$ cat config.mk
export PLATFORM = sky130hd
export DESIGN_NAME = sarcs_sequencer
export DESIGN_NICKNAME = d
export VERILOG_FILES = /design/src/inc/sarcs_pkg.sv /design/src/rtl/sarcs_sequencer.sv
export VERILOG_INCLUDE_DIRS = /design/src /design/src/inc
export SDC_FILE = /design/constraint.sdc
export NUM_CORES = 1
export LEC_CHECK = 0
export ABC_AREA = 1
export BUFFER_PORTS_ARGS = -buffer_cell sky130_fd_sc_hd__buf_2
export CORE_MARGIN = 2
export CORE_UTILIZATION = 40
export CTS_BUF_LIST = sky130_fd_sc_hd__clkbuf_4 sky130_fd_sc_hd__clkbuf_8
export DETAILED_ROUTE_END_ITERATION = 12
export PLACE_DENSITY_LB_ADDON = 0.12
export SLEW_MARGIN = 10
export SYNTH_ARGS = -nofsm -noshare
export SYNTH_HDL_FRONTEND = slang
export SYNTH_SLANG_ARGS = --single-unit
$ cat constraint.sdc
create_clock -name i_clk_sys -period 4.4 [get_ports i_clk_sys]
set_input_delay 0.22 -clock i_clk_sys [delete_from_list [all_inputs] [get_ports i_clk_sys]]
set_output_delay 0.22 -clock i_clk_sys [all_outputs]
set_load 0.1 [all_outputs]
$ cat src/inc/sarcs_defines.svh
`ifndef SARCS_DEFINES_SVH
`define SARCS_DEFINES_SVH
// register offsets
`define SARCS_ADDR_CSB      8'h03
`define SARCS_ADDR_RES_LO   8'h04
`define SARCS_ADDR_RES_HI   8'h05
`define SARCS_ADDR_CSA      8'h06
`define SARCS_ADDR_SEL      8'h07
// control_status_a fields
`define SARCS_CSA_EN        7
`define SARCS_CSA_START     6
`define SARCS_CSA_AUTO      5
`define SARCS_CSA_DONE      4
`define SARCS_CSA_IE        3
// input_selection_register fields
`define SARCS_SEL_REF_HI    7
`define SARCS_SEL_REF_MID   6
`define SARCS_SEL_LADJ      5
`define SARCS_SEL_REF_LO    4
// reset values
`define SARCS_RST_CSA       8'h00
`define SARCS_RST_SEL       8'h00
`define SARCS_RST_TSEL      3'h0
// channel codes
`define SARCS_CH_TEMP       4'hF
`define SARCS_CH_DIFF_FIRST 4'h4
`define SARCS_CH_DIFF_20X   2'h1
// timing in half converter clock cycles
`define SARCS_HC_NORM_DONE  6'h1A
`define SARCS_HC_NORM_SH    6'h03
`define SARCS_HC_FIRST_DONE 6'h32
`define SARCS_HC_FIRST_SH   6'h1B
`define SARCS_HC_AUTO_DONE  6'h1B
`define SARCS_HC_AUTO_SH    6'h04
// trigger source code meaning free running
`define SARCS_TSEL_FREE     3'h0
// cpu cycles of trigger synchronisation
`define SARCS_TRIG_SYNC     3
`endif

$ cat src/inc/sarcs_pkg.sv
package sarcs_pkg;
   typedef enum logic [1:0] {
      SARCS_IDLE,
      SARCS_WAIT,
      SARCS_CONV
   } sarcs_state_e;
   typedef logic [9:0] sarcs_result_t;
endpackage

$ cat src/rtl/sarcs_sequencer.sv
// Chosen here: the register addresses and the address-and-strobe port.
`timescale 1ns/1ps
`include "sarcs_defines.svh"
// Summary of operation
// - ten-bit result, zero is ground
// - differential gain 1x/20x, single-ended bypassed
// - channel 1111 selects temperature sensor
// - selections apply only while enabled
// - right-justified result, left when adjusted
// - low read locks, high read unlocks
// - locked completion drops result, flags done
// - start bit held until single completion
// - channel change waits for conversion end
// - trigger edge resets prescaler, starts conversion
// - busy edges and held trigger ignored
// - source flags need software clear
// - done-flag trigger runs back to back
// - start reads one while busy, starts only if idle and already enabled
// - prescaler divides, held reset when disabled
// - software start on next converter edge
// - thirteen cycles, first conversion twenty-five
// - sample at 1.5, first at 13.5
// - result, done flag, start clear together
// - auto: sample at 2, total 13.5
// - free running restarts, start stays set
// - selections latched, reopen in last cycle
// - trigger select bits 2:0 at 0x03
module sarcs_sequencer
   import sarcs_pkg::*;
#(
   parameter int PRESC_W = 7
)
(
   // clock and reset
   input  wire logic       i_clk_sys,
   input  wire logic       i_rst,
   // register port
   input  wire logic [7:0] i_addr,
   input  wire logic [7:0] i_wdata,
   input  wire logic       i_wr,
   input  wire logic       i_rd,
   output logic      [7:0] o_rdata,
   // trigger sources, same clock
   input  wire logic [7:0] i_trig_src,
   // abstract analog value at converter input
   input  wire logic [9:0] i_analog_level,
   // analog front end control
   output logic      [2:0] o_reference_select,
   output logic      [3:0] o_channel_select,
   output logic            o_gain_20x,
   output logic            o_gain_bypass,
   output logic            o_temp_sensor_sel,
   output logic            o_sample_hold,
   // status
   output logic            o_busy,
   output logic            o_conv_done_irq
);
   // software registers
   logic [7:0]    csa_q;
   logic [7:0]    sel_q;
   logic [2:0]    tsel_q;
   logic          pend_q;
   logic          lock_q;
   sarcs_result_t res_q;
   // conversion engine
   sarcs_state_e  st_q;
   logic [5:0]    hc_q;
   logic          first_q;
   logic          auto_q;
   logic          en_q;
   logic [PRESC_W-1:0] psc_q;
   logic [`SARCS_TRIG_SYNC-1:0] tpipe_q;
   logic          trig_q;
   sarcs_result_t held_q;
   logic [9:0]    an_m_q;
   logic [9:0]    an_s_q;
   logic [7:0]    front_q;
   logic          sh_q;

   // bus decode
   wire logic en       = csa_q[`SARCS_CSA_EN];
   wire logic wr_csa   = i_wr && (i_addr == `SARCS_ADDR_CSA);
   wire logic wr_sel   = i_wr && (i_addr == `SARCS_ADDR_SEL);
   wire logic wr_csb   = i_wr && (i_addr == `SARCS_ADDR_CSB);
   wire logic rd_lo    = i_rd && (i_addr == `SARCS_ADDR_RES_LO);
   wire logic rd_hi    = i_rd && (i_addr == `SARCS_ADDR_RES_HI);
   wire logic sw_start = wr_csa && i_wdata[`SARCS_CSA_START]
                         && i_wdata[`SARCS_CSA_EN];
   wire logic done_clr = wr_csa && i_wdata[`SARCS_CSA_DONE];
   wire logic ladj     = sel_q[`SARCS_SEL_LADJ];

   // prescaler masks: select 0 and 1 both divide by two
   wire logic [2:0]         ps   = csa_q[2:0];
   wire logic [PRESC_W-1:0] mask = (ps == 3'h0) ? PRESC_W'(1)
                                   : PRESC_W'((8'h01 << ps) - 8'h01);
   wire logic [PRESC_W-1:0] low  = psc_q & mask;
   wire logic tick     = en && (low == mask);
   wire logic mid      = en && (low == (mask >> 1));
   wire logic half     = tick || mid;

   // trigger edge selection
   wire logic free_run = csa_q[`SARCS_CSA_AUTO] && (tsel_q == `SARCS_TSEL_FREE);
   wire logic trig_lvl = i_trig_src[tsel_q];
   wire logic trig_edg = en && csa_q[`SARCS_CSA_AUTO] && !free_run
                         && trig_lvl && !trig_q && (st_q == SARCS_IDLE);
   wire logic trig_go  = tpipe_q[`SARCS_TRIG_SYNC-1];

   // timing per conversion kind
   wire logic [5:0] hc_done = first_q ? `SARCS_HC_FIRST_DONE
                              : auto_q ? `SARCS_HC_AUTO_DONE
                              : `SARCS_HC_NORM_DONE;
   wire logic [5:0] hc_sh   = first_q ? `SARCS_HC_FIRST_SH
                              : auto_q ? `SARCS_HC_AUTO_SH
                              : `SARCS_HC_NORM_SH;
   wire logic converting = (st_q == SARCS_CONV);
   wire logic finish   = converting && half && (hc_q == hc_done - 6'h01);
   wire logic sample   = converting && half && (hc_q == hc_sh - 6'h01);
   wire logic sel_open = !converting || (hc_q >= hc_done - 6'h02);
   wire logic restart  = finish && free_run;

   // start bit reads one while busy
   wire logic start_rd = pend_q || (st_q != SARCS_IDLE) || trig_go;
   wire logic [7:0] csa_rd = {csa_q[7], start_rd, csa_q[5:0]};
   wire logic [7:0] lo_rd  = ladj ? {res_q[1:0], 6'h00} : res_q[7:0];
   wire logic [7:0] hi_rd  = ladj ? res_q[9:2] : {6'h00, res_q[9:8]};
   wire logic [7:0] rd_mux = (i_addr == `SARCS_ADDR_CSA)    ? csa_rd
                           : (i_addr == `SARCS_ADDR_SEL)    ? sel_q
                           : (i_addr == `SARCS_ADDR_CSB)    ? {5'h00, tsel_q}
                           : (i_addr == `SARCS_ADDR_RES_LO) ? lo_rd
                           : (i_addr == `SARCS_ADDR_RES_HI) ? hi_rd
                           : 8'h00;

   // front end decode from the latched selection
   wire logic [3:0] ch = front_q[3:0];
   wire logic diff     = (ch >= `SARCS_CH_DIFF_FIRST) && (ch != `SARCS_CH_TEMP);
   assign o_gain_bypass      = !diff;
   assign o_gain_20x         = diff && (ch[1:0] == `SARCS_CH_DIFF_20X);
   assign o_temp_sensor_sel  = (ch == `SARCS_CH_TEMP);
   assign o_channel_select   = ch;
   assign o_reference_select = front_q[6:4];
   assign o_sample_hold      = sh_q;
   assign o_busy             = converting;
   assign o_conv_done_irq    = csa_q[`SARCS_CSA_DONE] && csa_q[`SARCS_CSA_IE];

   // read data, one cycle after the strobe
   always_ff @(posedge i_clk_sys or posedge i_rst)
   begin
      if (i_rst)
         o_rdata <= 8'h00;
      else
         o_rdata <= i_rd ? rd_mux : 8'h00;
   end

   // control_status_a: enable, auto, done flag, ie, prescale
   always_ff @(posedge i_clk_sys or posedge i_rst)
   begin
      if (i_rst)
         csa_q <= `SARCS_RST_CSA;
      else
      begin
         if (wr_csa)
         begin
            csa_q[7]   <= i_wdata[7];
            csa_q[5]   <= i_wdata[5];
            csa_q[3:0] <= i_wdata[3:0];
         end
         csa_q[`SARCS_CSA_START] <= 1'b0; // start state lives in pend_q/st_q
         // done flag set wins over clear
         if (finish)
            csa_q[`SARCS_CSA_DONE] <= 1'b1;
         else if (done_clr)
            csa_q[`SARCS_CSA_DONE] <= 1'b0;
      end
   end

   // selection and trigger select registers
   always_ff @(posedge i_clk_sys or posedge i_rst)
   begin
      if (i_rst)
      begin
         sel_q  <= `SARCS_RST_SEL;
         tsel_q <= `SARCS_RST_TSEL;
      end
      else
      begin
         if (wr_sel)
            sel_q <= i_wdata;
         if (wr_csb)
            tsel_q <= i_wdata[2:0];
      end
   end

   // front end follows register only while enabled
   // held until the running conversion ends
   always_ff @(posedge i_clk_sys or posedge i_rst)
   begin
      if (i_rst)
         front_q <= 8'h00;
      else if (!en)
         front_q <= 8'h00;
      else if (sel_open)
         front_q <= {1'b0, sel_q[`SARCS_SEL_REF_HI], sel_q[`SARCS_SEL_REF_MID],
                     sel_q[`SARCS_SEL_REF_LO], sel_q[3:0]};
   end

   // prescaler, held in reset when disabled
   always_ff @(posedge i_clk_sys or posedge i_rst)
   begin
      if (i_rst)
         psc_q <= '0;
      else if (!en || trig_go)
         psc_q <= '0;
      else
         psc_q <= psc_q + PRESC_W'(1);
   end

   // trigger history and synchronisation pipe
   always_ff @(posedge i_clk_sys or posedge i_rst)
   begin
      if (i_rst)
      begin
         trig_q  <= 1'b0;
         tpipe_q <= '0;
      end
      else
      begin
         trig_q  <= trig_lvl;
         tpipe_q <= {tpipe_q[`SARCS_TRIG_SYNC-2:0], trig_edg};
      end
   end

   // enable history marks the first conversion
   always_ff @(posedge i_clk_sys or posedge i_rst)
   begin
      if (i_rst)
      begin
         en_q    <= 1'b0;
         first_q <= 1'b0;
      end
      else
      begin
         en_q <= en;
         if (en && !en_q)
            first_q <= 1'b1;
         else if (finish || !en)
            first_q <= finish ? 1'b0 : first_q;
      end
   end

   // conversion sequencer
   // source flag cleared by software, not here
   always_ff @(posedge i_clk_sys or posedge i_rst)
   begin
      if (i_rst)
      begin
         st_q   <= SARCS_IDLE;
         hc_q   <= 6'h00;
         pend_q <= 1'b0;
         auto_q <= 1'b0;
      end
      else if (!en)
      begin
         st_q   <= SARCS_IDLE;
         hc_q   <= 6'h00;
         pend_q <= 1'b0;
      end
      else
      begin
         case (st_q)
            SARCS_IDLE:
            begin
               hc_q <= 6'h00;
               if (trig_go)
               begin
                  st_q   <= SARCS_CONV;
                  auto_q <= 1'b1;
               end
               // software start even in auto mode
               else if (sw_start)
               begin
                  st_q   <= SARCS_WAIT;
                  pend_q <= 1'b1;
               end
            end
            SARCS_WAIT:
            begin
               // begin at next converter clock edge
               if (tick)
               begin
                  st_q   <= SARCS_CONV;
                  auto_q <= 1'b0;
                  pend_q <= 1'b0;
               end
            end
            SARCS_CONV:
            begin
               if (half)
                  hc_q <= hc_q + 6'h01;
               // back to back regardless of flag
               if (restart)
               begin
                  hc_q   <= 6'h00;
                  auto_q <= 1'b0;
               end
               // single mode ends, start bit drops
               else if (finish)
                  st_q <= SARCS_IDLE;
            end
            default:
               st_q <= SARCS_IDLE;
         endcase
      end
   end

   // analog level synchroniser, two stages
   always_ff @(posedge i_clk_sys or posedge i_rst)
   begin
      if (i_rst)
      begin
         an_m_q <= 10'h000;
         an_s_q <= 10'h000;
      end
      else
      begin
         an_m_q <= i_analog_level;
         an_s_q <= an_m_q;
      end
   end

   // sampler holds value from the sample instant
   // code zero is ground, full scale is reference
   always_ff @(posedge i_clk_sys or posedge i_rst)
   begin
      if (i_rst)
      begin
         held_q <= 10'h000;
         sh_q   <= 1'b0;
      end
      else
      begin
         sh_q <= sample;
         if (sample)
            held_q <= an_s_q;
      end
   end

   // result registers and read lock
   always_ff @(posedge i_clk_sys or posedge i_rst)
   begin
      if (i_rst)
      begin
         res_q  <= 10'h000;
         lock_q <= 1'b0;
      end
      else
      begin
         // result written with the done flag
         if (finish && !lock_q)
            res_q <= held_q;
         // low read locks, high read releases
         if (rd_lo)
            lock_q <= 1'b1;
         else if (rd_hi)
            lock_q <= 1'b0;
      end
   end
endmodule

==> metrics.log <==
[metrics] result of the run: complete, but fails checks
[metrics] failing checks: negative hold slack
[metrics] max-cap violations: 0
[metrics] Synth Instances: 526
[metrics] pin count of the biggest net entering global routing: 65
[metrics] average size of a mapped cell: 8.81 um2
[metrics] vias: between 3000 and 4000
[metrics] Port Buffers: 58
[metrics] sequential share of the synthesized area: 52.9%
[metrics] FF/Latch Area: 2450 um2
[metrics] count of endpoints failing hold in the final timing report: 6
[metrics] share of layout cells above drive strength 1: 18.5%
[metrics] commonest cells in the synthesized netlist: nand2_1, dfrtp_1, inv_1
[metrics] period utilisation layout: a little over half
[metrics] overall die area: roughly 12000 um2
[metrics] Initial DRC Count: 204
[metrics] crit path max fanout: 11
[metrics] top-level I/O count: 59
[metrics] post-route cell area: 5320 um2
[metrics] synthesized netlist net count: approximately 570
[metrics] Worst Path Class, Setup: reg -> reg
[metrics] Finish-stage setup viols: 0
[metrics] share of async-settable or async-resettable flops after synthesis: between 90% and 100%
[metrics] global-route wire length before repair: 17600 um
[metrics] count of unique library cells instantiated by Yosys: 47
[metrics] clk slew on worst S/H paths: 0.09 ns
[metrics] most used flip-flop cell after synthesis: dfrtp_1
[metrics] library cell with the largest summed area after synthesis: dfrtp_1
[metrics] Warnings, synthesis: 0
[metrics] Design Power: 2.23 mW
[metrics] Worst Reg-to-Reg Cells: 8
[metrics] setup slack on the worst flop-to-flop path: 2.09 ns
[metrics] H-tree depth: 3
[metrics] worst hold slack across all endpoints: -0.0164 ns
[metrics] Period minus WS final: about 2.3 ns
[metrics] total overflow reported by the global router: 0
[metrics] clock latency reported for the late side of the worst-skew pair: 0.38 ns
[metrics] vias per inst: 4.92
[metrics] Root Buffer Master: clkbuf_8
[metrics] CP max stage cell: o41ai_1
[metrics] TritonCTS clock tree: yes
[metrics] library cell with the highest instance count after synthesis: nand2_1
[metrics] r2r startpoint: first_q$_DFFE_PP0P_
[metrics] number of buffers created by CTS: 9
[metrics] wire length after detailed routing: 10100 um
[metrics] CP Launch Type: flip-flop
[metrics] RSZ-0062 raised after global routing: no
[metrics] HPWL reported at the end of detailed placement: 7390 um
[metrics] number of instances resized during post-cts repair: 0
[metrics] number of nets in the finished design: between 600 and 700
[metrics] register bit count reported by yosys: 98
[metrics] Core Area: 11400 um2
[metrics] FILL cells: 1118
[metrics] most area-consuming cells after synthesis: dfrtp_1, nand2_1, inv_1
[metrics] category of the worst setup path capture point: flip-flop
[metrics] peak ir drop on the vdd network: roughly 240 uV
[metrics] slew at the pin closest to its max-slew limit: 0.801 ns
[metrics] Chip Height: approximately 110 um
[metrics] minimum setup slack in the final design: 2.09 ns
[metrics] vias in the first global route: approximately 3600
[metrics] chain of cells forming the critical path: inv_1 -> nand2_1 -> inv_1 -> ha_1 -> o41ai_1 -> nand2_1 -> nand3_1 -> o21ai_0
[metrics] last element of the critical path: front_q[2]$_DFFE_PP0P_
[metrics] final total negative setup slack: 0 ns
[metrics] total routing resource utilization after global routing: approximately 18%
[metrics] Relative slew margins: 46.6%
[metrics] Core Util, Final: between 40% and 50%
[metrics] Post-Route Skew: 0.00870 ns
[metrics] synthesized area: 4630 um2
[metrics] number of iterations in the first detailed-routing pass: 5
[metrics] ANT cells: 0
[metrics] placer congestion estimate: 0.819
[metrics] width of the die: 112 um
[metrics] share of the synthesized area in the top cell type: approximately 53%
[metrics] type of the worst min-delay path: in -> async
[metrics] # DRC: 0
[metrics] post-CTS setup buffers: 0
[metrics] Critical Path AT: 2.57 ns
[metrics] Required @ worst endpoint: approximately 4.7 ns
[metrics] placement-stage cell area: about 5000 um2
[metrics] leakage power figure: roughly 2.6 nW
[metrics] CP max stage delay: around 0.60 ns
[metrics] starting density of the core: 40.8%
[metrics] average wire length per cell after detail routing: approximately 14 um
[metrics] antenna violations before repair: 0
[metrics] clk buf depth: 2
[metrics] CTS sink cnt: 98
[metrics] terminus of the critical flop-to-flop path: front_q[2]$_DFFE_PP0P_
[metrics] ratio of total power to cell area: 419 nW/um2
[metrics] # rows: 39
[metrics] dpl ws: 2.08 ns
[metrics] Achievable Freq: 433 MHz
[metrics] area overhead of the layout relative to synthesis: 14.7%
[metrics] number of max-slew violations in the final report: 0
[metrics] worst setup path start: first_q$_DFFE_PP0P_
[metrics] combined area of the multi-input logic cells: between 1500 and 2000 um2
[metrics] number of synthesized flops with an enable pin: 0
[metrics] DRT antenna net count: 0
==> sequential cells by signal (all words and copies together), names as in the netlist, 7 cells and up <==
register and cells:
held_q 10, sel_q 8, o_rdata 8, front_q 7, res_q 10, an_s_q 10, an_m_q 10, csa_q 7
psc_q 7
==> area by class of cell <==
cell class	count	area share [%]
clock inverters	6	1.39
repair buffers	69	7.48
well taps	143	3.37
inverters	66	4.73
multi-input cells	347	34.6
clock buffers	9	2.33
flip-flops and latches	98	46.1
==> critical path: cells and delay by family, from the launching register on <==
| family | cells | cell delay [ns] |
|---|---|---|
| AOI/OAI and AO/OA | 2 | 0.70 |
| adders and majority gates | 1 | 0.33 |
| DFF | 1 | 0.40 |
| and+or+nand+nor | 3 | 0.63 |
| buffers and inverters | 2 | 0.14 |
==> metal layers <==
| metal | global-route usage (%) | vias up | part of all wire [%] |
|---|---|---|---|
| met1 | 24.3 | 1707 | 46 |
| met5 | 0 | - | 0 |
| met4 | 6.42 | 0 | 1.1 |
| li1 | - | 1852 | - |
| met2 | 28.3 | 66 | 49 |
| met3 | 3.97 | 6 | 4.0 |
==> where the power goes <==
group          leakage [nW]  internal, mW  switching (mW)  total, mW
clock network        0.0942         0.268           0.333      0.600
logic                  1.19         0.176           0.385      0.561
registers              1.28         0.980          0.0844       1.06
==> logic make-up (layout without fill, tap and decap cells) <==
group | count (synthesis) | after routing | share of synthesized area, %
xor+xnor | 2 | 2 | 0.378
flops | 98 | 98 | 52.9
fa+ha+maj | 9 | 9 | 2.43
buf+inv | 81 | 150 | 7.80
compound gates | 102 | 102 | 12.2
mux | 3 | 3 | 0.702
simple gates | 231 | 231 | 23.5
==> how the worst min path moves through the flow <==
stage / start / endpoint / slack (ns) / depth (start not counted)
final: i_rst / tsel_q[1]$_DFFE_PP0P_ / -0.02 / 2
after global routing: i_rst / tsel_q[2]$_DFFE_PP0P_ / 0.06 / 2
after CTS: i_rst / front_q[4]$_DFFE_PP0P_ / 0.01 / 2
after detailed placement: i_analog_level[0] / an_m_q[0]$_DFF_PP0_ / 0.33 / 1
after global placement: i_analog_level[6] / an_m_q[6]$_DFF_PP0_ / 0.33 / 1
after floorplan: i_analog_level[0] / an_m_q[0]$_DFF_PP0_ / 0.25 / 0
==> through the flow <==
stage | std cells | hold WS (ns)
2_1_floorplan | 526 | 0.251
3_3_place_gp | 713 | 0.327
3_5_place_dp | 713 | 0.329
4_1_cts | 738 | 0.0124
5_1_grt | 738 | 0.0586
6_report | 738 | -0.0164
==> layout by cell type, fill, tap and decap left out, types with 7 or more instances in the layout <==
cell / netlist / layout
nand4_1: 9 / 9
buf_2: 3 / 58
inv_1: 60 / 59
nand2_2: 7 / 7
o21ai_0: 36 / 36
clkbuf_8: 0 / 9
dfrtp_1: 98 / 98
nand3_1: 31 / 31
a21oi_1: 22 / 22
dlygate4sd3_1: 0 / 10
ha_1: 9 / 9
o21ai_1: 26 / 26
nor3_1: 7 / 7
nand2_1: 117 / 117
nor2_1: 35 / 35
==> repair_timing <==
action / 4_1_cts / 5_1_grt
endpoints found under the hold margin: 10 / 0
endpoints found under the setup margin: 0 / 0
hold buffers: 10 / 0
No activity file was read; power rests on OpenSTA's default activity.
